===== config.mk =====
export PLATFORM = sky130hd
export DESIGN_NAME = svrm_monitor
export DESIGN_NICKNAME = d
export VERILOG_FILES = /design/src/verilog/svrm_pkg.sv /design/src/verilog/svrm_sync.sv /design/src/verilog/svrm_timer.sv /design/src/verilog/svrm_monitor.sv
export SDC_FILE = /design/constraint.sdc
export NUM_CORES = 1
export LEC_CHECK = 0
export BUFFER_PORTS_ARGS = -buffer_cell sky130_fd_sc_hd__buf_2
export CORE_MARGIN = 2
export CORE_UTILIZATION = 46
export CTS_CLUSTER_SIZE = 12
export DETAILED_ROUTE_END_ITERATION = 16
export GPL_TIMING_DRIVEN = 0
export HOLD_SLACK_MARGIN = 0.02
export PLACE_DENSITY = 0.69
export SLEW_MARGIN = 20
export SYNTH_ARGS = -nofsm -noshare
export SYNTH_HDL_FRONTEND = slang
export SYNTH_HIERARCHICAL = 1
export SYNTH_SLANG_ARGS = --single-unit

===== constraint.sdc =====
create_clock -name clk -period 2.8 [get_ports clk]
set_input_delay 0.42 -clock clk [delete_from_list [all_inputs] [get_ports clk]]
set_output_delay 0.42 -clock clk [all_outputs]
set_load 0.01 [all_outputs]

===== src/verilog/svrm_pkg.sv =====
// Purpose: shared constants and types for the supply-voltage reset monitor
// Assumes: clk at 100 MHz, times held in ns
// Notes:   all timing counts derive from the ns figures below
package svrm_pkg;

    // ----------------------------------------------------------------
    // clock and timing
    // ----------------------------------------------------------------
    localparam int CLK_PERIOD_NS     = 10;
    // detector reset processing, longest figure
    localparam int LVD_PROC_NS       = 70100;
    localparam int LVD_PROC_CYC      = LVD_PROC_NS / CLK_PERIOD_NS;
    // first external reset release after power-on
    localparam int EXT1_ON_NS        = 832000;
    localparam int EXT1_OFF_NS       = 519000;
    // later external reset releases
    localparam int EXTN_ON_NS        = 675000;
    localparam int EXTN_OFF_NS       = 362000;
    localparam int EXT1_ON_CYC       = EXT1_ON_NS / CLK_PERIOD_NS;
    localparam int EXT1_OFF_CYC      = EXT1_OFF_NS / CLK_PERIOD_NS;
    localparam int EXTN_ON_CYC       = EXTN_ON_NS / CLK_PERIOD_NS;
    localparam int EXTN_OFF_CYC      = EXTN_OFF_NS / CLK_PERIOD_NS;
    // detection level settling wait after interrupt or level change
    localparam int SETTLE_NS         = 10000;
    localparam int SETTLE_CYC        = SETTLE_NS / CLK_PERIOD_NS;
    localparam int CNT_W             = 17;

    // ----------------------------------------------------------------
    // option field codes
    // ----------------------------------------------------------------
    localparam logic [1:0] MODE_OFF     = 2'h0;
    localparam logic [1:0] MODE_INT     = 2'h1;
    localparam logic [1:0] MODE_INT_RST = 2'h2;
    localparam logic [1:0] MODE_RST     = 2'h3;

    // ----------------------------------------------------------------
    // register layouts and reset values
    // ----------------------------------------------------------------
    localparam int CTRL_FLAG_BIT     = 0;
    localparam int CTRL_MASK_BIT     = 1;
    localparam int CTRL_REN_BIT      = 7;
    localparam int LVL_THR_BIT       = 0;
    localparam int LVL_MODE_BIT      = 7;
    localparam int CAUSE_LVD_BIT     = 0;
    localparam logic [7:0] LVL_RST_INT_RST = 8'h00;
    localparam logic [7:0] LVL_RST_RST     = 8'h81;
    localparam logic [7:0] LVL_RST_INT     = 8'h01;

    typedef enum {PS_HOLD, PS_PROC, PS_RUN} svrm_proc_e;

    // option byte fields caught at reset
    typedef struct packed {
        logic [1:0] level;
        logic [1:0] mode;
    } svrm_opt_s;

    // comparator results, 1 means supply below that threshold
    typedef struct packed {
        logic below_high;
        logic below_low;
    } svrm_cmp_s;

    function automatic logic [7:0] svrm_lvl_reset(input logic [1:0] mode);
        logic [7:0] v;
        v = LVL_RST_INT_RST;
        if (mode == MODE_RST) begin
            v = LVL_RST_RST;
        end else if (mode == MODE_INT) begin
            v = LVL_RST_INT;
        end
        return v;
    endfunction

endpackage


===== src/verilog/svrm_sync.sv =====
// Purpose: two-stage synchroniser for asynchronous comparator levels
// Assumes: inputs are slow levels, not pulses
// Notes:   first stage feeds only the second stage
module svrm_sync #(
    parameter int W = 2
) (
    input  wire logic         clk,
    input  wire logic         rst,
    input  wire logic [W-1:0] d,
    output logic      [W-1:0] q
);
    logic [W-1:0] meta;
    logic [W-1:0] next_meta;
    logic [W-1:0] next_q;

    always_comb begin
        next_meta = d;
        next_q    = meta;
    end

    always_ff @(posedge clk) begin
        if (rst) begin
            meta <= '0;
            q    <= '0;
        end else begin
            meta <= next_meta;
            q    <= next_q;
        end
    end
endmodule


===== src/verilog/svrm_timer.sv =====
// Purpose: loadable down counter, busy until it reaches zero
// Assumes: load wins over counting
// Notes:   load_val of zero leaves busy low
module svrm_timer #(
    parameter int W = 17
) (
    input  wire logic         clk,
    input  wire logic         rst,
    input  wire logic         load,
    input  wire logic [W-1:0] load_val,
    output logic              busy
);
    logic [W-1:0] count;
    logic [W-1:0] next_count;

    always_comb begin
        next_count = count;
        if (load) begin
            next_count = load_val;
        end else if (count != '0) begin
            next_count = count - W'(1);
        end
    end

    always_ff @(posedge clk) begin
        if (rst) begin
            count <= '0;
        end else begin
            count <= next_count;
        end
    end

    assign busy = (count != '0);
endmodule


===== src/verilog/svrm_monitor.sv =====
// Purpose: control logic of the supply detector beside power-on reset
// Assumes: comparator inputs asynchronous, all other inputs synchronous
// Notes:   rst is the power-on reset; ext_reset_n is the reset pin
module svrm_monitor
    import svrm_pkg::*;
#(
    parameter int LVD_PROC    = LVD_PROC_CYC,
    parameter int EXT1_ON     = EXT1_ON_CYC,
    parameter int EXT1_OFF    = EXT1_OFF_CYC,
    parameter int EXTN_ON     = EXTN_ON_CYC,
    parameter int EXTN_OFF    = EXTN_OFF_CYC,
    parameter int SETTLE      = SETTLE_CYC
) (
    input  wire logic       clk,
    input  wire logic       rst,
    input  wire logic       ext_reset_n,
    input  wire svrm_opt_s  opt_byte,
    input  wire svrm_cmp_s  cmp_async,
    input  wire logic       hoco_accurate,
    input  wire logic       ctrl_wr,
    input  wire logic [7:0] ctrl_wdata,
    input  wire logic       lvl_wr,
    input  wire logic [7:0] lvl_wdata,
    input  wire logic       cause_clear,
    input  wire logic       clk_switch_req,
    output svrm_opt_s       threshold_cfg,
    output logic            internal_reset,
    output logic            low_supply_irq,
    output logic            cpu_on_chip_osc,
    output logic [7:0]      detector_control_reg,
    output logic [7:0]      detector_level_reg,
    output logic [7:0]      reset_cause_reg
);

    // ----------------------------------------------------------------
    // comparator synchronisation
    // ----------------------------------------------------------------
    svrm_cmp_s cmp;
    logic [1:0] cmp_bits;

    svrm_sync #(.W(2)) u_sync (
        .clk (clk),
        .rst (rst),
        .d   (cmp_async),
        .q   (cmp_bits)
    );
    assign cmp = svrm_cmp_s'(cmp_bits);

    // ----------------------------------------------------------------
    // state
    // ----------------------------------------------------------------
    svrm_proc_e state;
    svrm_proc_e next_state;
    svrm_opt_s  next_opt;
    svrm_cmp_s  cmp_prev;
    logic       lvd_hold;
    logic       next_lvd_hold;
    logic       flag;
    logic       next_flag;
    logic       mask;
    logic       next_mask;
    logic       ren;
    logic       next_ren;
    logic       reset_mode_select_bit;
    logic       next_reset_mode_select_bit;
    logic       threshold_select_bit;
    logic       next_threshold_select_bit;
    logic       cause;
    logic       next_cause;
    logic       irq;
    logic       next_irq;
    logic       from_ext;
    logic       next_from_ext;
    logic       first_ext;
    logic       next_first_ext;
    logic       int_rst;
    logic       next_int_rst;
    logic       osc_sel;
    logic       next_osc_sel;

    logic       ext_low;
    logic       det_on;
    logic       mode_ir;
    logic       below_sel;
    logic       lvd_req;
    logic       any_src;
    logic       irq_event;
    logic       lvl_write_ok;
    logic [7:0] lvl_default;
    logic       settle_load;
    logic       settle_busy;
    logic       proc_load;
    logic       proc_busy;
    logic [CNT_W-1:0] proc_len;

    // ----------------------------------------------------------------
    // timers
    // ----------------------------------------------------------------
    svrm_timer #(.W(CNT_W)) u_proc (
        .clk      (clk),
        .rst      (rst),
        .load     (proc_load),
        .load_val (proc_len),
        .busy     (proc_busy)
    );

    svrm_timer #(.W(CNT_W)) u_settle (
        .clk      (clk),
        .rst      (rst),
        .load     (settle_load),
        .load_val (CNT_W'(SETTLE)),
        .busy     (settle_busy)
    );

    // ----------------------------------------------------------------
    // detector decisions
    // ----------------------------------------------------------------
    always_comb begin
        ext_low   = !ext_reset_n;
        det_on    = (threshold_cfg.mode != MODE_OFF);
        mode_ir   = (threshold_cfg.mode == MODE_INT_RST);
        // only mode 1,0 has two levels; others use the single one
        below_sel = (mode_ir && !threshold_select_bit) ? cmp.below_high
                                        : cmp.below_low;
        lvd_req   = det_on && lvd_hold;
        any_src   = ext_low || lvd_req;
        irq_event = 1'b0;
        if (mode_ir) begin
            irq_event = cmp.below_high && !cmp_prev.below_high
                        && !mask && !lvd_hold && (state == PS_RUN);
        end else if (threshold_cfg.mode == MODE_INT) begin
            irq_event = (cmp.below_low != cmp_prev.below_low)
                        && !lvd_hold && (state == PS_RUN);
        end
        lvl_write_ok = lvl_wr && ren && mode_ir;
        lvl_default  = svrm_lvl_reset(next_opt.mode);
        settle_load  = irq_event
                       || (lvl_write_ok && lvl_wdata[LVL_THR_BIT] != threshold_select_bit);
    end

    // ----------------------------------------------------------------
    // register and flag next values
    // ----------------------------------------------------------------
    always_comb begin
        // option byte is caught only while a pin or power-on reset holds
        next_opt = threshold_cfg;
        if (state == PS_HOLD && from_ext) begin
            next_opt = opt_byte;
        end
        next_flag  = det_on && below_sel;
        next_irq   = irq_event;
        next_ren   = ren;
        next_reset_mode_select_bit = reset_mode_select_bit;
        next_threshold_select_bit = threshold_select_bit;
        if (ctrl_wr && mode_ir) begin
            next_ren = ctrl_wdata[CTRL_REN_BIT];
        end
        if (lvl_write_ok) begin
            next_reset_mode_select_bit = lvl_wdata[LVL_MODE_BIT];
            next_threshold_select_bit = lvl_wdata[LVL_THR_BIT];
        end
        if (irq_event && mode_ir) begin
            next_reset_mode_select_bit = 1'b1;
            next_threshold_select_bit = 1'b1;
        end
        // a detector reset leaves these alone; a pin reset reloads
        if (ext_low) begin
            next_ren   = 1'b0;
            next_reset_mode_select_bit = lvl_default[LVL_MODE_BIT];
            next_threshold_select_bit = lvl_default[LVL_THR_BIT];
        end
        next_mask = mode_ir && (next_ren || settle_busy);

        case (threshold_cfg.mode)
            MODE_INT_RST: begin
                if (lvd_hold) begin
                    next_lvd_hold = cmp.below_high;
                end else begin
                    next_lvd_hold = cmp.below_low && !mask;
                end
            end
            MODE_RST: begin
                next_lvd_hold = cmp.below_low;
            end
            MODE_INT: begin
                next_lvd_hold = lvd_hold && cmp.below_low;
            end
            default: begin
                // kept until the option byte is caught after reset
                next_lvd_hold = lvd_hold;
            end
        endcase
        if (ext_low) begin
            next_lvd_hold = 1'b1;
        end

        // set wins over software clear; the pin clears the cause
        next_cause = cause;
        if (cause_clear || ext_low) begin
            next_cause = 1'b0;
        end
        if (det_on && next_lvd_hold && !lvd_hold && !ext_low) begin
            next_cause = 1'b1;
        end
    end

    // ----------------------------------------------------------------
    // reset processing sequence
    // ----------------------------------------------------------------
    always_comb begin
        next_state     = state;
        next_from_ext  = from_ext;
        next_first_ext = first_ext;
        proc_load      = 1'b0;
        if (from_ext) begin
            if (first_ext) begin
                proc_len = det_on ? CNT_W'(EXT1_ON)
                                  : CNT_W'(EXT1_OFF);
            end else begin
                proc_len = det_on ? CNT_W'(EXTN_ON)
                                  : CNT_W'(EXTN_OFF);
            end
        end else begin
            proc_len = CNT_W'(LVD_PROC);
        end
        if (ext_low) begin
            next_from_ext = 1'b1;
        end
        case (state)
            PS_HOLD: begin
                if (!any_src) begin
                    next_state = PS_PROC;
                    proc_load  = 1'b1;
                end
            end
            PS_PROC: begin
                if (any_src) begin
                    next_state = PS_HOLD;
                end else if (!proc_busy && hoco_accurate) begin
                    next_state = PS_RUN;
                    if (from_ext) begin
                        next_first_ext = 1'b0;
                    end
                    next_from_ext = 1'b0;
                end
            end
            default: begin
                if (any_src) begin
                    next_state = PS_HOLD;
                end
            end
        endcase
        next_int_rst = (next_state != PS_RUN);
        // every reset returns the CPU to the on-chip oscillator
        next_osc_sel = osc_sel;
        if (next_int_rst) begin
            next_osc_sel = 1'b1;
        end else if (clk_switch_req) begin
            next_osc_sel = 1'b0;
        end
    end

    // ----------------------------------------------------------------
    // registers
    // ----------------------------------------------------------------
    always_ff @(posedge clk) begin
        if (rst) begin
            state           <= PS_HOLD;
            threshold_cfg   <= '{level: 2'h0, mode: MODE_OFF};
            cmp_prev        <= '0;
            lvd_hold        <= 1'b1;
            flag            <= 1'b0;
            mask            <= 1'b0;
            ren             <= 1'b0;
            reset_mode_select_bit           <= LVL_RST_INT_RST[LVL_MODE_BIT];
            threshold_select_bit           <= LVL_RST_INT_RST[LVL_THR_BIT];
            cause           <= 1'b0;
            irq             <= 1'b0;
            from_ext        <= 1'b1;
            first_ext       <= 1'b1;
            int_rst         <= 1'b1;
            osc_sel         <= 1'b1;
        end else begin
            state           <= next_state;
            threshold_cfg   <= next_opt;
            cmp_prev        <= cmp;
            lvd_hold        <= next_lvd_hold;
            flag            <= next_flag;
            mask            <= next_mask;
            ren             <= next_ren;
            reset_mode_select_bit           <= next_reset_mode_select_bit;
            threshold_select_bit           <= next_threshold_select_bit;
            cause           <= next_cause;
            irq             <= next_irq;
            from_ext        <= next_from_ext;
            first_ext       <= next_first_ext;
            int_rst         <= next_int_rst;
            osc_sel         <= next_osc_sel;
        end
    end

    // ----------------------------------------------------------------
    // outputs, straight from flip-flops
    // ----------------------------------------------------------------
    assign internal_reset       = int_rst;
    assign low_supply_irq       = irq;
    assign cpu_on_chip_osc      = osc_sel;
    assign detector_control_reg = {ren, 5'h00, mask, flag};
    assign detector_level_reg   = {reset_mode_select_bit, 6'h00, threshold_select_bit};
    assign reset_cause_reg      = {7'h00, cause};

endmodule


=== Yosys cells after proc, flatten, opt, wreduce, memory -nomap -nowiden ===
Cells that the tools add are included.

* $add $sub $neg: 2
* Equal/unequal tests: 11
* Muxes and demuxes: 38
* Bitwise logic cells: 1
* Reduce and logical (&&, ||, !) cells: 43

{| class="wikitable"
|+ Operator list
! kind !! count
|-
| 32-bit 2-to-1 mux || 4
|-
| 17-bit 2-to-1 mux || 6
|-
| 32-bit zero test || 2
|-
| 32-bit one-hot mux with 2 select lines || 1
|-
| 17-bit nonzero test || 2
|-
| 17-bit by 1-bit subtractor with 17-bit output (second input constant) || 2
|-
| 32-bit by 1-bit equality test with 1-bit output (second input constant) || 1
|-
| 32-bit by 3-bit equality test with 1-bit output (second input constant) || 1
|-
| 32-bit by 3-bit != test with 1-bit output (second input constant) || 1
|-
| 1-bit logical AND || 22
|-
| 1-bit 2-to-1 mux || 22
|-
| 10-bit 2-to-1 mux || 2
|-
| 8-bit 2-to-1 mux || 1
|-
| 2-bit nonzero test || 4
|-
| 2-bit equality test (second input constant) || 3
|-
| 1-bit zero test || 6
|-
| 2-bit by 1-bit equality test with 1-bit output (second input constant) || 2
|-
| 1-bit logical OR || 4
|-
| 4-bit AND reduction || 1
|-
| 2-bit OR reduction || 2
|-
| 3-bit by 1-bit != test with 1-bit output (second input constant) || 1
|-
| 1-bit one-hot mux with 3 select lines || 1
|-
| 2-bit 2-to-1 mux || 1
|-
| 1-bit != test || 2
|-
| 1-bit NOT || 1
|}

* Register bits: 88
* Bits of input ports: 30
* Output and inout bits: 31
* Logic and storage cells: 117

=== Longest topological paths before layout ===
* Word-level depth: 9
* Gate-level depth with buffers: 11
* Mapped depth without buffers: 10

=== Modules after synthesis ===
Netlist, hierarchy kept.

{| class="wikitable"
|+ By module, submodules not included
! module !! instances !! cells an instance !! area an instance (µm²) !! sequential area each (µm²)
|-
| svrm_monitor || 1 || 233 || 2159.6 || 1001.0
|-
| svrm_timer || 2 || 110 || 988.4 || 340.3
|-
| svrm_sync || 1 || 8 || 105.1 || 80.1
|}

=== Least setup slack after synthesis ===
OpenSTA, ideal clock, no wires.

* Kind: register to register
* From: register state[2]
* To: register u_settle.count[3]
* Library setup time: 0.067 ns
* Data arrival time: 2.804 ns
* Data required time: 2.733 ns
* Setup slack: -0.071 ns
* Cell stages (with the launch flop): 12
* Path buffers: 2
* Period minus slack after synthesis: 2.871 ns
* Cells stage by stage: dfxtp_1 or4_4 or4_4 nor2_1 o211ai_1 o21ai_0 clkbuf_1 inv_1 nor2_1 clkbuf_1 nand2_1 o21ai_2

* Longest elaborated chain between the ends: 6
* Elaborated cells between the ends (all ways): 8
* Classes of those cells: eq/ne: 1; mux: 3; reduce/logical: 4

{| class="wikitable"
|+ Ends and longest elaborated chain
! element !! RTL line !! source
|-
| start: declaration || svrm_monitor.sv:52 || <nowiki>svrm_proc_e state;</nowiki>
|-
| start signal: assignment || svrm_monitor.sv:284 || <nowiki>state <= next_state;</nowiki>
|-
| 32-bit by 3-bit equality test with 1-bit output * || svrm_monitor.sv:130, svrm_monitor.sv:133 ||
|-
| 1-bit logical AND || svrm_monitor.sv:133 || <nowiki>&& !lvd_hold && (state == PS_RUN);</nowiki>
|-
| 1-bit 2-to-1 mux || svrm_monitor.sv:131 || <nowiki>end else if (threshold_cfg.mode == MODE_INT) begin</nowiki>
|-
| 1-bit 2-to-1 mux * || svrm_monitor.sv:128 || <nowiki>if (mode_ir) begin</nowiki>
|-
| 1-bit logical OR * || svrm_monitor.sv:138 || <nowiki>|| (lvl_write_ok && lvl_wdata[LVL_THR_BIT] != threshold_select_bit);</nowiki>
|-
| named net settle_load || svrm_monitor.sv:90 || <nowiki>logic settle_load;</nowiki>
|-
| 10-bit 2-to-1 mux or 2-bit nonzero test (tied branches) || - ||
|-
| end signal: assignment || svrm_timer.sv:29 || <nowiki>count <= next_count;</nowiki>
|-
| end: declaration || svrm_timer.sv:13 || <nowiki>logic [W-1:0] count;</nowiki>
|}

The timed path passes the listed nets; every way through them passes the cells marked *.
A chain may end at the register's enable or synchronous reset.

=== Worst setup path after layout ===
* From: register state[0]
* To: register u_settle.count[9]

Same word-level chain as after synthesis.

==> impl_results.md <==
* Status: complete, no violations
* Worst r2r path cells at 11
* CP bufs+invs at 3
* EDFF count, synth at 0
* R2r setup slk at 0.16 ns
* Area grow syn2layout at 16.5%
* Rows at 35
* CP Launch Type: flip-flop
* Busiest grt layer: met2
* Synthesized-area fraction occupied by adder cells at 1.77%
* Chip height at 100 um
* Synth top area share at 41.5%
* GR Util met1 at 22.3%
* Clk_lat worst skew at 0.36 ns
* Synth Flop Type: dfxtp_1
* Hold path endpoint: u_sync/meta[1]
* HP Class: input pin to flip-flop
* Worst-Margin Slew at 0.799 ns
* CTS sink count at 88
* Post-Syn Area per Cell at 9.20 um^2
* Effective utilization at floorplan at 46.6%
* Mapped cell area at 0.00424 mm^2
* Peak VDD IR at 0.000404 V
* Final #Nets at 576
* Commonest non-fill, non-tap cell in the layout: dfxtp_1
* Crit path max fanout at 10
* Vias in the first global route at 3163
* Max-slew headroom at 45.4%
* CP arrival at 2.92 ns
* Total CTS buffers at 9
* Netlist cell types at 54
* Worst path most repeated cell: nor2_4
* Detailed Routing Iterations Pass 1 at 4
* PwrDens at 809 mW/mm^2
* Required time of the worst setup path at 3.08 ns
* Final setup violation count at 0
* ANT nets after route at 0
* Routing usage on met2 at 30.8%
* CP max stage cell: or4_4
* Top post-synthesis cells by area: dfxtp_1 (42%), nand2_1 (5.3%), and2_1 (5.0%)
* Register area share after synthesis at 41.5%
* Total GRT Usage at 17.8%
* Total Die Area at 0.0100 mm^2
* Slew Viols, Final at 0
* Largest family of logic cells by synthesized area: simple AND/OR/NAND/NOR gates
* Pwr Total at 0.00399 W
* Leakage at 2.13 nW
* Placer congestion estimate at 0.852
* Final wirelength at 8.27 mm
* Total negative slack at 0 ns
* Most frequent cells in the layout: dfxtp_1 (87), nand2_1 (60), conb_1 (37)
* DR vias at 3181
* CTS tree: built
* Fillers at 842
* Synth async-reset ratio at 0%
* Global route total overflow at 0
* Max Fclk at 379 MHz
* CTS H-tree lvls at 3
* Root Buffer: clkbuf_8
* Met3 usage at 3.13%
* Critical path class: flip-flop to flip-flop
* Worst R2R Start: state[0]
* Largest net degree at the start of global routing at 19
* FF/Latch Area at 0.00177 mm^2
* Number of synthesized register bits at 88
* Synth area leader: dfxtp_1
* First-pass GRT wire length at 14.5 mm
* Number of synthesis warnings at 6
* Core footprint at 0.00911 mm^2
* Worst setup EP type: flip-flop
* Final core occ at 54.2%
* Worst Skew at 0.0160 ns
* CP cell instances: or4_1, or4_4, nor2_4, o211ai_1, o21ai_1, buf_4, inv_1, nor2_4, buf_8, nand2_1, o21ai_2
* Post-route DRC at 0
* Clock transition at path regs at 0.11 ns
* Initial antenna violation count at 0
* Fin crit period at 2.64 ns
* Initial DRC count at 120
* Share of layout cells above drive strength 1 at 23.5%
* Max-cap viol count at 0
* CP max stage delay at 0.60 ns
* Hold Crit Depth at 2
* Die width at 100 um
* Simple-Gate Fraction of Synth Area at 29.7%
* Family with the most delay on the worst path: simple AND/OR/NAND/NOR gates
* Mux contribution to synthesized area at 2.39%
* Buffers on Ports at 29
* Mapped Cells at 461
* DP HPWL at 5.88 mm
* Hold_sp: cmp_async[1]
* Via/cell ratio at 4.85
* Ant. Diodes at 0
* Avg WL per Cell at 12.6 um
* Synth Area in Compound Gates at 9.91%
* Xor/xnor share of the synthesized area at 6.19%
* R2r endpoint: u_settle/count[9]
* Clock tree buffer depth at 2
* Area of the multi-input gates at 0.00229 mm^2
* Io pins at 61
* Hold Vio Cnt, Final at 0
* Post-route clock period utilization at 94.2%
cells in the mapped netlist, types with 3 or more instances:
| library cell | number |
|---|---|
| and2_1 | 34 |
| xor2_1 | 8 |
| and2b_1 | 4 |
| buf_4 | 24 |
| mux2i_1 | 9 |
| nor2b_1 | 8 |
| ha_1 | 6 |
| nor3_1 | 15 |
| a21oi_1 | 9 |
| nand2_1 | 60 |
| or4_1 | 5 |
| nand2b_1 | 4 |
| inv_1 | 17 |
| o21ai_0 | 15 |
| nor4_1 | 7 |
| nor3b_1 | 5 |
| or3_1 | 3 |
| clkbuf_1 | 10 |
| o21ai_2 | 20 |
| nor4_4 | 7 |
| xnor2_1 | 22 |
| nor2_1 | 33 |
| dfxtp_1 | 88 |
through the flow:
stage / cells / hold slack, ns / worst slack (ns) / cell area, um^2
after global routing: 656 / 0.288 / -0.00638 / 4940
after detailed placement: 636 / 0.427 / -0.469 / 4660
after CTS: 653 / 0.276 / 0.0278 / 4890
after floorplan: 496 / 0.414 / 0.0255 / 4370
final: 656 / 0.279 / 0.162 / 4940
after global placement: 636 / 0.417 / -0.414 / 4660
flip-flops by register name, indices dropped and copies added, names as in the netlist, 2 cells and up:
register	count
u_proc/count	17
u_settle/count	17
threshold_cfg	4
u_sync/meta	2
state	32
cmp_prev	2
u_sync/q	2
cell families (layout without fill, tap and decap cells):
kind of cell	Yosys count	count (layout)
buf+inv	57	106
xor+xnor	30	30
flops	88	88
fa+ha+maj	6	6
other cells	2	37
mux	10	10
simple gates	208	208
compound gates	60	60
where the power goes:
group / internal (W) / switching (W) / total, W
clock network: 0.000350 / 0.000508 / 0.000857
registers: 0.00144 / 0.000236 / 0.00167
logic: 0.000712 / 0.000754 / 0.00147
what timing repair did:
item                       CTS  global route
resized for setup           13            10
pin swaps                    0             3
setup buffers                1             3
hold buffers                 0             0
setup endpoints to repair   21            15
metal layers:
| layer | share of wire [%] | wire length [um] |
|---|---|---|
| met5 | 0 | 0 |
| met2 | 49 | 4090 |
| met3 | 2.9 | 240 |
| met1 | 46 | 3810 |
| met4 | 1.5 | 124 |
cell type report:
| cell class | instances | share of cell area [%] |
|---|---|---|
| multi-input cells | 351 | 46.4 |
| inverters | 18 | 1.37 |
| flip-flops and latches | 88 | 35.7 |
| clock inverters | 7 | 1.34 |
| clock buffers | 9 | 2.51 |
| repair buffers | 33 | 3.62 |
| plain buffers | 39 | 6.23 |
| well taps | 111 | 2.81 |
worst register-to-register path: stages, from the launching register on:
cell and delay, ns:
dfxtp_4 0.37, or4_1 0.51, or4_4 0.60, nor2_4 0.17
o211ai_1 0.14, o21ai_1 0.15, buf_4 0.16, inv_1 0.07
nor2_4 0.14, buf_8 0.15, nand2_1 0.07, o21ai_2 0.05
how the worst max path moves through the flow:
stage	slack (ns)	endpoint	from	cells after the start
final	0.16	u_settle/count[9]	state[0]	11
after global routing	-0.006	u_settle/count[3]	state[0]	11
after CTS	0.03	u_proc/count[12]	state[2]	9
after detailed placement	-0.47	u_proc/count[14]	state[0]	9
after global placement	-0.41	u_proc/count[12]	state[0]	9
after floorplan	0.03	u_settle/count[3]	state[2]	11
No activity file was read; power rests on OpenSTA's default activity.
